File: config.mk
export PLATFORM = sky130hd
export DESIGN_NAME = digital_input_conditioning
export DESIGN_NICKNAME = d
export VERILOG_FILES = /design/src/hdl/din_cond_pkg.sv /design/src/hdl/route_if.sv /design/src/hdl/input_router.sv /design/src/hdl/digital_input_conditioning.sv
export SDC_FILE = /design/constraint.sdc
export NUM_CORES = 1
export LEC_CHECK = 0
export ABC_AREA = 1
export BUFFER_PORTS_ARGS = -buffer_cell sky130_fd_sc_hd__buf_4
export CAP_MARGIN = 20
export CORE_MARGIN = 1.5
export CORE_UTILIZATION = 30
export CTS_CLUSTER_DIAMETER = 80
export DETAILED_ROUTE_END_ITERATION = 6
export PLACE_DENSITY = 0.57
export SKIP_CTS_REPAIR_TIMING = 1
export SYNTH_ARGS = -nofsm -noshare
export SYNTH_HDL_FRONTEND = slang
export SYNTH_HIERARCHICAL = 1
export SYNTH_SLANG_ARGS = --single-unit
File: constraint.sdc
create_clock -name CLOCK -period 3.3 [get_ports CLOCK]
set_input_delay 0 -clock CLOCK [delete_from_list [all_inputs] [get_ports CLOCK]]
set_output_delay 0 -clock CLOCK [all_outputs]
set_load 0.005 [all_outputs]
File: src/hdl/din_cond_pkg.sv
/*
 * Constants for the digital input conditioning block: object indices,
 * entry numbers, reset values, field positions and routing codes.
 * Assumes a single 40 MHz clock and a 32-bit object dictionary port.
 */
package din_cond_pkg;
    timeunit 1ns;
    timeprecision 100ps;
    localparam int INPUT_COUNT = 16;
    localparam int STATE_WIDTH = 32;
    localparam int CODE_WIDTH = 8;

    localparam logic [15:0] SWITCH_OBJECT = 16'h3225;
    localparam logic [15:0] CONTROL_OBJECT = 16'h3240;

    localparam logic [7:0] ENTRY_COUNT = 8'h00;
    localparam logic [7:0] ENTRY_SWITCH_VALUE = 8'h01;
    localparam logic [7:0] ENTRY_SPECIAL_ENABLE = 8'h01;
    localparam logic [7:0] ENTRY_INVERT = 8'h02;
    localparam logic [7:0] ENTRY_FORCE_ENABLE = 8'h03;
    localparam logic [7:0] ENTRY_FORCE_VALUE = 8'h04;
    localparam logic [7:0] ENTRY_RAW_LEVEL = 8'h05;
    localparam logic [7:0] ENTRY_THRESHOLD = 8'h06;
    localparam logic [7:0] ENTRY_DIFFERENTIAL = 8'h07;
    localparam logic [7:0] ENTRY_ROUTING = 8'h08;

    localparam logic [7:0] SWITCH_ENTRY_COUNT_VALUE = 8'h01;
    localparam logic [7:0] CONTROL_ENTRY_COUNT_VALUE = 8'h08;
    localparam logic [31:0] CONTROL_RESET = 32'h0000_0000;

    localparam int BIT_NEG_LIMIT = 0;
    localparam int BIT_POS_LIMIT = 1;
    localparam int BIT_HOME = 2;
    localparam int BIT_INTERLOCK = 3;
    localparam int BIT_ROUTING_ON = 0;

    // Inputs that can act as step clock and direction, and input capabilities.
    localparam logic [15:0] CLOCK_DIR_INPUTS = 16'h0003;
    localparam logic [15:0] THRESHOLD_CAPABLE = 16'hFFFF;
    localparam logic [15:0] DIFFERENTIAL_CAPABLE = 16'h0003;

    localparam logic [7:0] CODE_CONST_ZERO = 8'h00;
    localparam logic [7:0] CODE_CONST_ONE = 8'h80;
    localparam logic [7:0] CODE_INPUT_FIRST = 8'h01;
    localparam logic [7:0] CODE_INPUT_LAST = 8'h10;
    localparam int CODE_INVERT_BIT = 7;

    // Switch capture waits for the synchroniser to fill after reset release.
    localparam logic [1:0] SWITCH_SETTLE_CYCLES = 2'h3;

    typedef enum logic [1:0] {
        SWITCH_WAIT = 2'b01,
        SWITCH_HELD = 2'b10
    } switch_state_type;
endpackage : din_cond_pkg

File: src/hdl/route_if.sv
/*
 * Carrier between the conditioning top and its routing selector.
 * Assumes both ends share the conditioning clock; the path is combinational.
 */
interface route_if;
    timeunit 1ns;
    timeprecision 100ps;
    logic [din_cond_pkg::STATE_WIDTH-1:0] stage;
    logic [din_cond_pkg::STATE_WIDTH*din_cond_pkg::CODE_WIDTH-1:0] select;
    logic [din_cond_pkg::STATE_WIDTH-1:0] routed;

    modport conditioner (output stage, output select, input routed);
    modport selector (input stage, input select, output routed);
endinterface : route_if

File: src/hdl/input_router.sv
/*
 * Per-bit source selection for the conditioned input state.
 * Assumes stage carries the inverted and forced input values, bit n for input n+1.
 */
module input_router (
    route_if.selector bus
);
    timeunit 1ns;
    timeprecision 100ps;
    // Decodes one routing code against the staged inputs.
    function automatic logic pick_source(
        input logic [7:0] code,
        input logic [din_cond_pkg::STATE_WIDTH-1:0] stage
    );
        logic [7:0] base;
        logic value;
        base = {1'b0, code[6:0]};
        value = 1'b0;
        if (base >= din_cond_pkg::CODE_INPUT_FIRST && base <= din_cond_pkg::CODE_INPUT_LAST) begin
            value = stage[4'(base - din_cond_pkg::CODE_INPUT_FIRST)];
        end
        if (code == din_cond_pkg::CODE_CONST_ZERO) begin
            value = 1'b0;
        end
        if (code == din_cond_pkg::CODE_CONST_ONE) begin
            value = 1'b1;
        end else if (code[din_cond_pkg::CODE_INVERT_BIT]) begin
            value = ~value;
        end
        return value;
    endfunction : pick_source

    genvar n;
    generate
        for (n = 0; n < din_cond_pkg::STATE_WIDTH; n++) begin : g_bit
            // Bit n takes the code of selector entry n+1.
            assign bus.routed[n] = pick_source(bus.select[n*8 +: 8], bus.stage);
        end
    endgenerate
endmodule : input_router

File: src/hdl/digital_input_conditioning.sv
/*
 * Digital input conditioning: synchronises the input pins, applies inversion,
 * forcing and routing to build the conditioned input state, drives the special
 * functions and receiver settings, captures the address switches once after
 * restart, and serves the object dictionary entries of both objects.
 * Assumes the pins and switches are asynchronous, the routing source table
 * comes from logic on the same clock, and requests arrive one at a time.
 */
// Summary of operation
// The address switches are sampled once after restart and held until the next restart.
// The switch value entry holds switch two in its upper byte and switch one in its lower byte.
// A special-function enable bit of 1 turns an input's special function on, 0 ignores it.
// Bits 16 to 31 of the special-function enable word have no effect on any input.
// Enable bits 0 to 3 map to negative limit, positive limit, home and interlock.
// An inversion bit of 0 passes a high level as 1, a bit of 1 turns a high level into 0.
// Inversion bit n controls input n+1 and applies to normal and special-function inputs.
// Inputs serving as step clock or direction are never inverted.
// A force-enable bit of 1 replaces the pin level of that input by a software value.
// A forced input takes the bit at the same position of the force value word.
// The raw value entry shows the synchronised pin levels untouched by later stages.
// A range-select bit picks 5 V at 0 and 24 V at 1 on capable inputs, bit 0 for input 1.
// A differential-select bit picks differential reception at 1 on capable inputs only.
// Writing 1 to routing enable builds the conditioned state from the routing sources.
// The control object reports 08h entries and the switch object reports 01h.
// With routing on, state bit n follows selector entry n+1 with constant and inverted codes.
// Each state bit is inverted first, then forced, then routed.
module digital_input_conditioning (
    input wire logic CLOCK,
    input wire logic RESET_N,
    input wire logic [15:0] INPUT_PIN,
    input wire logic [7:0] SWITCH_ONE,
    input wire logic [7:0] SWITCH_TWO,
    input wire logic CLOCK_DIR_MODE,
    input wire logic [255:0] ROUTE_SELECT,
    input wire logic [15:0] OD_INDEX,
    input wire logic [7:0] OD_ENTRY,
    input wire logic OD_WRITE,
    input wire logic OD_READ,
    input wire logic [31:0] OD_WDATA,
    output logic [31:0] OD_RDATA,
    output logic OD_ACK,
    output logic OD_ERROR,
    output logic [31:0] CONDITIONED_INPUT_STATE,
    output logic NEG_LIMIT,
    output logic POS_LIMIT,
    output logic HOME,
    output logic INTERLOCK,
    output logic [15:0] THRESHOLD_24V,
    output logic [15:0] DIFFERENTIAL_ON
);
    timeunit 1ns;
    timeprecision 100ps;
    logic [15:0] pin_meta;
    logic [15:0] pin_level;
    logic [15:0] switch_meta;
    logic [15:0] switch_sync;
    logic [15:0] switch_value;
    logic [1:0] settle_count;
    din_cond_pkg::switch_state_type switch_state;
    logic [31:0] special_enable;
    logic [31:0] input_invert;
    logic [31:0] force_enable;
    logic [31:0] force_value;
    logic [31:0] threshold_select;
    logic [31:0] differential_select;
    logic [31:0] routing_enable;
    logic [31:0] invert_mask;
    logic [31:0] next_stage;
    logic [31:0] next_state;
    logic is_switch;
    logic is_control;
    logic entry_known;
    logic entry_writable;
    logic [31:0] read_value;

    route_if route ();

    input_router u_router (
        .bus(route.selector)
    );

    // Pins come from outside the clock domain.
    always_ff @(posedge CLOCK) begin
        if (!RESET_N) begin
            pin_meta <= 16'h0000;
            pin_level <= 16'h0000;
            switch_meta <= 16'h0000;
            switch_sync <= 16'h0000;
        end else begin
            pin_meta <= INPUT_PIN;
            pin_level <= pin_meta;
            switch_meta <= {SWITCH_TWO, SWITCH_ONE};
            switch_sync <= switch_meta;
        end
    end

    // Capture the switches once, after the synchroniser has settled.
    always_ff @(posedge CLOCK) begin
        if (!RESET_N) begin
            switch_state <= din_cond_pkg::SWITCH_WAIT;
            settle_count <= 2'h0;
            switch_value <= 16'h0000;
        end else begin
            unique case (switch_state)
                din_cond_pkg::SWITCH_WAIT: begin
                    settle_count <= settle_count + 2'h1;
                    if (settle_count == din_cond_pkg::SWITCH_SETTLE_CYCLES) begin
                        switch_value <= switch_sync; // see R1
                        switch_state <= din_cond_pkg::SWITCH_HELD;
                    end
                end
                din_cond_pkg::SWITCH_HELD: begin
                    switch_value <= switch_value;
                end
            endcase
        end
    end

    // Stage order: inversion, then forcing, then routing.
    always_comb begin
        invert_mask = input_invert;
        if (CLOCK_DIR_MODE) begin
            invert_mask = input_invert & ~{16'h0000, din_cond_pkg::CLOCK_DIR_INPUTS};
        end
        next_stage = {16'h0000, pin_level} ^ invert_mask; // see R6, see R7
        next_stage = (next_stage & ~force_enable) | (force_value & force_enable); // see R9
        if (routing_enable[din_cond_pkg::BIT_ROUTING_ON]) begin
            next_state = route.routed; // see R14
        end else begin
            next_state = next_stage;
        end
    end

    assign route.stage = next_stage;
    assign route.select = ROUTE_SELECT;

    always_ff @(posedge CLOCK) begin
        if (!RESET_N) begin
            CONDITIONED_INPUT_STATE <= 32'h0000_0000;
            NEG_LIMIT <= 1'b0;
            POS_LIMIT <= 1'b0;
            HOME <= 1'b0;
            INTERLOCK <= 1'b0;
        end else begin
            CONDITIONED_INPUT_STATE <= next_state;
            // Only the low enable bits are looked at; bits 16 to 31 are inert.
            NEG_LIMIT <= special_enable[din_cond_pkg::BIT_NEG_LIMIT]
                & next_state[din_cond_pkg::BIT_NEG_LIMIT]; // see R3, see R4
            POS_LIMIT <= special_enable[din_cond_pkg::BIT_POS_LIMIT]
                & next_state[din_cond_pkg::BIT_POS_LIMIT]; // see R3
            HOME <= special_enable[din_cond_pkg::BIT_HOME]
                & next_state[din_cond_pkg::BIT_HOME]; // see R3
            INTERLOCK <= special_enable[din_cond_pkg::BIT_INTERLOCK]
                & next_state[din_cond_pkg::BIT_INTERLOCK]; // see R3
        end
    end

    always_ff @(posedge CLOCK) begin
        if (!RESET_N) begin
            THRESHOLD_24V <= 16'h0000;
            DIFFERENTIAL_ON <= 16'h0000;
        end else begin
            THRESHOLD_24V <= threshold_select[15:0] & din_cond_pkg::THRESHOLD_CAPABLE;
            DIFFERENTIAL_ON <= differential_select[15:0]
                & din_cond_pkg::DIFFERENTIAL_CAPABLE;
        end
    end

    // Object dictionary decode.
    always_comb begin
        is_switch = OD_INDEX == din_cond_pkg::SWITCH_OBJECT;
        is_control = OD_INDEX == din_cond_pkg::CONTROL_OBJECT;
        entry_known = 1'b0;
        entry_writable = 1'b0;
        read_value = 32'h0000_0000;
        if (is_switch) begin
            unique case (OD_ENTRY)
                din_cond_pkg::ENTRY_COUNT: begin
                    entry_known = 1'b1;
                    read_value = {24'h000000, din_cond_pkg::SWITCH_ENTRY_COUNT_VALUE};
                end
                din_cond_pkg::ENTRY_SWITCH_VALUE: begin
                    entry_known = 1'b1;
                    read_value = {16'h0000, switch_value};
                end
                default: begin
                end
            endcase
        end else if (is_control) begin
            entry_known = OD_ENTRY <= din_cond_pkg::ENTRY_ROUTING;
            entry_writable = entry_known && OD_ENTRY != din_cond_pkg::ENTRY_COUNT;
            unique case (OD_ENTRY)
                din_cond_pkg::ENTRY_COUNT: begin
                    read_value = {24'h000000, din_cond_pkg::CONTROL_ENTRY_COUNT_VALUE};
                end
                din_cond_pkg::ENTRY_SPECIAL_ENABLE: read_value = special_enable;
                din_cond_pkg::ENTRY_INVERT: read_value = input_invert;
                din_cond_pkg::ENTRY_FORCE_ENABLE: read_value = force_enable;
                din_cond_pkg::ENTRY_FORCE_VALUE: read_value = force_value;
                din_cond_pkg::ENTRY_RAW_LEVEL: read_value = {16'h0000, pin_level};
                din_cond_pkg::ENTRY_THRESHOLD: read_value = threshold_select;
                din_cond_pkg::ENTRY_DIFFERENTIAL: read_value = differential_select;
                din_cond_pkg::ENTRY_ROUTING: read_value = routing_enable;
                default: begin
                end
            endcase
        end
    end

    // Writes to the raw value entry are accepted but store nothing.
    always_ff @(posedge CLOCK) begin
        if (!RESET_N) begin
            special_enable <= din_cond_pkg::CONTROL_RESET;
            input_invert <= din_cond_pkg::CONTROL_RESET;
            force_enable <= din_cond_pkg::CONTROL_RESET;
            force_value <= din_cond_pkg::CONTROL_RESET;
            threshold_select <= din_cond_pkg::CONTROL_RESET;
            differential_select <= din_cond_pkg::CONTROL_RESET;
            routing_enable <= din_cond_pkg::CONTROL_RESET;
        end else if (OD_WRITE && !OD_READ && is_control && entry_writable) begin
            // A read in the same cycle wins, so nothing is stored then.
            unique case (OD_ENTRY)
                din_cond_pkg::ENTRY_SPECIAL_ENABLE: special_enable <= OD_WDATA;
                din_cond_pkg::ENTRY_INVERT: input_invert <= OD_WDATA;
                din_cond_pkg::ENTRY_FORCE_ENABLE: force_enable <= OD_WDATA;
                din_cond_pkg::ENTRY_FORCE_VALUE: force_value <= OD_WDATA;
                din_cond_pkg::ENTRY_THRESHOLD: threshold_select <= OD_WDATA;
                din_cond_pkg::ENTRY_DIFFERENTIAL: differential_select <= OD_WDATA;
                din_cond_pkg::ENTRY_ROUTING: routing_enable <= OD_WDATA;
                default: begin
                end
            endcase
        end
    end

    // One answer per request, one cycle after it is taken.
    always_ff @(posedge CLOCK) begin
        if (!RESET_N) begin
            OD_RDATA <= 32'h0000_0000;
            OD_ACK <= 1'b0;
            OD_ERROR <= 1'b0;
        end else begin
            OD_ACK <= OD_READ || OD_WRITE;
            OD_ERROR <= 1'b0;
            if (OD_READ) begin
                OD_RDATA <= read_value;
                OD_ERROR <= !entry_known;
            end else if (OD_WRITE) begin
                OD_ERROR <= !entry_writable;
            end
        end
    end
endmodule : digital_input_conditioning

Word-level counts from Yosys, hierarchy flattened
Cells that the tools add are included.
{ "word_totals": {"regBits": 410, "elab_cells": 534} }
{ "op_classes": {"add_sub_neg": 33, "reduce_logical": 84, "bitwise": 42, "n_eq_ne": 46, "n_mux": 207, "magnitude_cmp": 97} }
{ "op_table": {"columns": ["op", "n"], "rows": [
  ["32-bit case mux with 9 select lines", 1],
  ["8-bit logical NOT", 33],
  ["8-bit == test, second input constant", 32],
  ["7-bit by 1-bit greater-or-equal comparator with 1-bit output, second input constant", 32],
  ["7-bit by 5-bit <= comparator with 1-bit output, second input constant", 32],
  ["4-bit by 6-bit < comparator with 1-bit output, second input constant", 32],
  ["1-bit two-way mux", 167],
  ["1-bit binary-select mux with 4-bit select", 32],
  ["4-bit by 1-bit subtractor with 4-bit output, second input constant", 32],
  ["32-bit two-way mux", 3],
  ["32-bit bitwise AND", 2],
  ["1-bit logical AND", 36],
  ["1-bit NOT", 33],
  ["16-bit by 14-bit == test with 1-bit output, second input constant", 2],
  ["8-bit by 3-bit == test with 1-bit output, second input constant", 4],
  ["16-bit two-way mux", 2],
  ["32-bit NOT", 1],
  ["32-bit bitwise OR", 1],
  ["16-bit case mux with 2 select lines", 1],
  ["16-bit by 32-bit bitwise XOR with 32-bit output", 1],
  ["2-bit AND reduction", 9],
  ["8-bit by 2-bit == test with 1-bit output, second input constant", 2],
  ["8-bit by 1-bit == test with 1-bit output, second input constant", 1],
  ["8-bit by 4-bit == test with 1-bit output, second input constant", 1],
  ["other kinds (11)", 17]
]} }

Longest topological paths before layout
{ "logic_depth": {"depth_word": 13, "depth_mapped": 17, "mapped_depth_nobuf": 15} }

Hierarchy
Netlist, hierarchy kept.
{ "by_module_without_submodules": {"columns": ["mod", "n_inst", "cells_per_inst", "area_per_inst_um2"], "rows": [
  ["digital_input_conditioning", 1, 2497, 17424.2],
  ["input_router", 1, 2130, 10067.2]
]} }

Worst setup path after synthesis
No wires, ideal clock.
{ "synth_timing": {"path_kind": "register -> register", "start": "register input_invert[0]", "end": "register CONDITIONED_INPUT_STATE[1]", "required_time_ps": 3190, "path_slack_ps": 1226, "n_path_buf": 1, "setup_time_ps": 110, "period_less_slack_ps": 2074, "arrival_ps": 1964, "stages_incl_launch_ff": 15, "path_cell_list": "dfxtp_1 -> nand2_1 -> xor2_1 -> o21ai_0 -> buf_6 -> nand2_1 -> nand3_1 -> nand3_1 -> nand3_1 -> nand3_1 -> nand2_1 -> nand2_1 -> mux2i_1 -> nand2b_1 -> inv_1"} }
{ "synth_via": {"elab_chain_len": 12} }
{ "synth_rtl": {"columns": ["item", "line", "text"], "rows": [
  ["start, declared", "digital_input_conditioning.sv:61", "logic [31:0] input_invert;"],
  ["start signal, assigned", "digital_input_conditioning.sv:214", "input_invert <= din_cond_pkg::CONTROL_RESET;"],
  ["2-bit two-way mux *", "digital_input_conditioning.sv:122", "if (CLOCK_DIR_MODE) begin"],
  ["16-bit by 32-bit bitwise XOR with 32-bit output *", "digital_input_conditioning.sv:125", "next_stage = {16'h0000, pin_level} ^ invert_mask;"],
  ["32-bit bitwise AND *", "digital_input_conditioning.sv:126", "next_stage = (next_stage & ~force_enable) | (force_value & force_enable);"],
  ["32-bit bitwise OR *", "digital_input_conditioning.sv:126", null],
  ["net next_stage[0]", "digital_input_conditioning.sv:68", "logic [31:0] next_stage;"],
  ["1-bit binary-select mux with 4-bit select *", "input_router.sv:20", "value = stage[4'(base - din_cond_pkg::CODE_INPUT_FIRST)];"],
  ["1-bit two-way mux (implied by the code) *", "input_router.sv:20", null],
  ["1-bit two-way mux *", "input_router.sv:19", "if (base >= din_cond_pkg::CODE_INPUT_FIRST && base <= din_cond_pkg::CODE_INPUT_LAST) begin"],
  ["1-bit two-way mux *", "input_router.sv:22", "if (code == din_cond_pkg::CODE_CONST_ZERO) begin"],
  ["1-bit NOT", "input_router.sv:28", "value = ~value;"],
  ["1-bit two-way mux *", "input_router.sv:27", "end else if (code[din_cond_pkg::CODE_INVERT_BIT]) begin"],
  ["1-bit two-way mux *", "input_router.sv:25", "if (code == din_cond_pkg::CODE_CONST_ONE) begin"],
  ["net route.routed, one bit", "route_if.sv:10", "logic [din_cond_pkg::STATE_WIDTH-1:0] routed;"],
  ["32-bit two-way mux *", "digital_input_conditioning.sv:127", "if (routing_enable[din_cond_pkg::BIT_ROUTING_ON]) begin"],
  ["end signal, assigned", "digital_input_conditioning.sv:145", "CONDITIONED_INPUT_STATE <= next_state;"],
  ["end, declared", "digital_input_conditioning.sv:43", "output logic [31:0] CONDITIONED_INPUT_STATE,"]
]} }
The timed path passes the listed nets; every way through them passes the cells marked *. The select of a mux whose other input is x is not followed.
A chain may end at the register's enable or synchronous reset.

Worst setup path after layout
{ "layout_timing": {"start": "register input_invert[12]", "end": "register CONDITIONED_INPUT_STATE[17]"} }
{ "layout_via": {"elab_chain_len": 11} }
{ "layout_rtl": {"columns": ["item", "line"], "rows": [
  ["16-bit by 32-bit bitwise XOR with 32-bit output *", "digital_input_conditioning.sv:125"],
  ["32-bit bitwise AND *", "digital_input_conditioning.sv:126"],
  ["32-bit bitwise OR *", "digital_input_conditioning.sv:126"],
  ["net next_stage[12]", "digital_input_conditioning.sv:68"],
  ["1-bit binary-select mux with 4-bit select *", "input_router.sv:20"],
  ["1-bit two-way mux (implied by the code) *", "input_router.sv:20"],
  ["1-bit two-way mux *", "input_router.sv:19"],
  ["1-bit two-way mux *", "input_router.sv:22"],
  ["1-bit NOT", "input_router.sv:28"],
  ["1-bit two-way mux *", "input_router.sv:27"],
  ["1-bit two-way mux *", "input_router.sv:25"],
  ["net route.routed, one bit", "route_if.sv:10"],
  ["32-bit two-way mux *", "digital_input_conditioning.sv:127"]
]} }
Marked as above.

==> flow_summary.json <==
{
  "status": "finished with violations",
  "violations": "negative hold slack",
  "vias": 31100,
  "groute.usage.overall_pct": 22.3,
  "via_per_inst": 4.98,
  "drv_slew": 0,
  "ir_worst_vdd_mv": 0.351,
  "grt_use_met2_pct": 36.8,
  "cp_num_buf_inv": 2,
  "worstSetupStartpointType": "flop",
  "whs_ns": -0.0488,
  "synth_seq_area_share_pct": 28.8,
  "synth_edf_count": 0,
  "synth_common_cells": "1443 x nand2_1, 695 x nand3_1, 501 x inv_1",
  "worstPathRequired_ns": 3.78,
  "synth.area.top_cells": "dfxtp_1 29%, nand2_1 20%, nand3_1 13%",
  "cp_cell_sequence": "xnor2_1 -> o21ai_4 -> buf_4 -> nand2_1 -> nand3_1 -> nand3_1 -> nand3b_1 -> nand3_1 -> nand2_1 -> nand2_1 -> nor2_1 -> nor2_1 -> o21ai_0 -> inv_1",
  "ioPinCount": 451,
  "hold_viol": 2,
  "grt_setup_unrepaired": "no",
  "drt-initial-drc-count": 2640,
  "period_share_pct": 80.6,
  "synth_top_cell_by_area": "dfxtp_1",
  "relSlewSlack_pct": 34.1,
  "synth-main-ff-cell": "dfxtp_1",
  "met1_usage_pct": 29.6,
  "worst_clock_skew_ns": 0.0585,
  "ant_nets": 0,
  "ys_warn_count": 6,
  "grt_max_degree": 114,
  "root_buffer": "clkbuf_16",
  "tightest_slew_ns": 0.988,
  "synthesis.area_um2": 27500,
  "end_kind": "flop",
  "grt_pass1_wl_um": 166000,
  "core_area_um2": 90400,
  "antenna_found_initial": 6,
  "htreeDepth": 2,
  "port_buffers": 436,
  "start_util_pct": 30.4,
  "area_delta_synth_final_pct": 24.7,
  "detailed_place_hpwl_um": 75100,
  "synth_area_per_cell_um2": 5.94,
  "power.density_nw_per_um2": 380,
  "clk_latency_ns": 0.64,
  "layout_setup_ws_ns": 0.639,
  "setup_viol_count_final": 0,
  "synthCells": 4627,
  "clock-sinks": 396,
  "ys_ff_latch": 396,
  "cp.arrival_ns": 3.14,
  "clock.fmax_mhz": 376,
  "slowest_delay_ns": 0.73,
  "crit_fanout": 21,
  "period_needed_ns": 2.66,
  "drc_errors": 0,
  "dp_slack_ns": 0.741,
  "yosysMostFrequentCell": "nand2_1",
  "routabilityCongestion": 0.882,
  "met3_usage_pct": 3.97,
  "final_nets": 5434,
  "synthArstFlopShare_pct": 0,
  "die_h_um": 306,
  "avgRoutedWirePerCell_um": 17.5,
  "setup_tns_ns": 0,
  "maxCapViolCount": 0,
  "leakage_uw": 0.0159,
  "netlist.area_leader.share_pct": 28.8,
  "die_x_um": 306,
  "busiest_layer": "met2",
  "overflow": 0,
  "critPathKind": "reg2reg",
  "worst_hold_path_type": "in2reg",
  "clkTransAtPathRegs_ns": 0.07,
  "yosys.cell_types.count": 34,
  "critPathTopFamily": "compound AO/OA/AOI/OAI gates",
  "cp_slowest_cell": "o21ai_4",
  "cts_tree": "yes",
  "layout-drive-gt1-share_pct": 14.2,
  "rows": 110,
  "grt_pass1_vias": 28100,
  "nFillCells": 9764,
  "wl_um": 109000,
  "cts_buffers": 50,
  "cts_buffer_depth": 3,
  "dr.pass1.iters": 6,
  "dieArea_um2": 93500
}
[worst register-to-register path: cells and delay by family (launching register included)]
| kind | cells | cell delay, ns |
|---|---|---|
| AOI/OAI and AO/OA | 2 | 0.82 |
| and+or+nand+nor | 9 | 0.74 |
| buffers and inverters | 2 | 0.46 |
| DFF | 1 | 0.33 |
| xor gates and xnor gates | 1 | 0.16 |
[power breakdown]
part | switching (uW) | internal (uW)
clock network | 2420 | 3260
logic | 1440 | 929
registers | 66.1 | 4930
total | 3920 | 9120
[through the flow]
stage | area [um2] | cells | util (%) | power, uW | hold WS, ns
5_1_grt | 34300 | 6240 | 37.9 | 13700 | 0.00548
6_report | 34300 | 6242 | 37.9 | 13000 | -0.0488
4_1_cts | 33200 | 6129 | 36.7 | 13100 | -0.488
3_3_place_gp | 31500 | 6036 | 34.8 | 7320 | 0.184
3_5_place_dp | 31500 | 6036 | 34.8 | 7340 | 0.185
2_1_floorplan | 27500 | 4640 | - | 6510 | 0.0976
[flip-flops by register name, summed over array words and instances (netlist names)]
| signal | cells |
|---|---|
| switch_value | 16 |
| OD_ERROR | 1 |
| force_value | 32 |
| switch_sync | 16 |
| pin_meta | 16 |
| force_enable | 32 |
| INTERLOCK | 1 |
| THRESHOLD_24V | 16 |
| special_enable | 32 |
| threshold_select | 32 |
| NEG_LIMIT | 1 |
| OD_RDATA | 32 |
| routing_enable | 32 |
| settle_count | 2 |
| OD_ACK | 1 |
| pin_level | 16 |
| differential_select | 32 |
| HOME | 1 |
| DIFFERENTIAL_ON | 2 |
| input_invert | 32 |
| switch_meta | 16 |
| POS_LIMIT | 1 |
| switch_state | 2 |
| CONDITIONED_INPUT_STATE | 32 |
[worst paths after layout]
path	cells past startpoint	startpoint	slack [ns]	endpoint
setup / recovery	14	input_invert[12]$_SDFFE_PN0P_	0.64	CONDITIONED_INPUT_STATE[17]$_SDFF_PN0_
hold / removal	8	OD_INDEX[14]	-0.05	OD_RDATA[0]$_SDFFE_PN0P_
setup reg to reg	14	input_invert[12]$_SDFFE_PN0P_	0.64	CONDITIONED_INPUT_STATE[17]$_SDFF_PN0_
hold reg to reg	2	pin_meta[8]$_SDFF_PN0_	0.41	pin_level[8]$_SDFF_PN0_
[metal layers]
| layer | wire, um | part of all wire [%] |
|---|---|---|
| met4 | 2650 | 2.4 |
| met5 | 27 | 0.025 |
| met2 | 50300 | 46 |
| met3 | 7500 | 6.9 |
| met1 | 48600 | 45 |
[cell families (layout without fill, tap and decap cells)]
kind of cell             after synthesis  in the layout  synth area share, %
AO/OA/AOI/OAI                        369            369                 6.76
XOR/XNOR                              16             16                0.510
adder cells (fa/ha/maj)               65             65                 2.96
buffers and inverters                834           1255                 13.9
flip-flops                           396            396                 28.8
multiplexers                          18             18                0.728
other                                  1             19               0.0136
AND/OR/NAND/NOR                     2928           2928                 46.3
[cells in the final DEF, fill, tap and decap left out, drive strengths merged]
| master | n |
|---|---|
| nand2 | 1447 |
| clkinvlp | 4 |
| nor3 | 9 |
| nor3b | 3 |
| nor2 | 482 |
| xnor2 | 14 |
| inv | 547 |
| o211ai | 1 |
| or2 | 16 |
| o21ai | 121 |
| mux2i | 2 |
| dlygate4sd3 | 108 |
| buf | 515 |
| xor2 | 2 |
| mux2 | 16 |
| clkinv | 13 |
| diode | 5 |
| ha | 65 |
| bufinv | 3 |
| o2111ai | 1 |
| a21oi | 246 |
| conb | 14 |
| clkbuf | 65 |
| dfxtp | 396 |
| nand3b | 22 |
| nand2b | 2 |
| nand3 | 703 |
| nand4 | 244 |
[layout make-up]
type | count | area [um2] | share of cell area [%]
diodes | 5 | 12.5 | 0.0365
multi-input cells | 3410 | 16000 | 46.6
clock buffers | 65 | 1390 | 4.05
clock inverters | 28 | 327 | 0.952
inverters | 539 | 2080 | 6.05
repair buffers | 623 | 5100 | 14.9
well taps | 1176 | 1470 | 4.29
flip-flops and latches | 396 | 7930 | 23.1
Note: power is estimated with default switching activity, not from simulation.
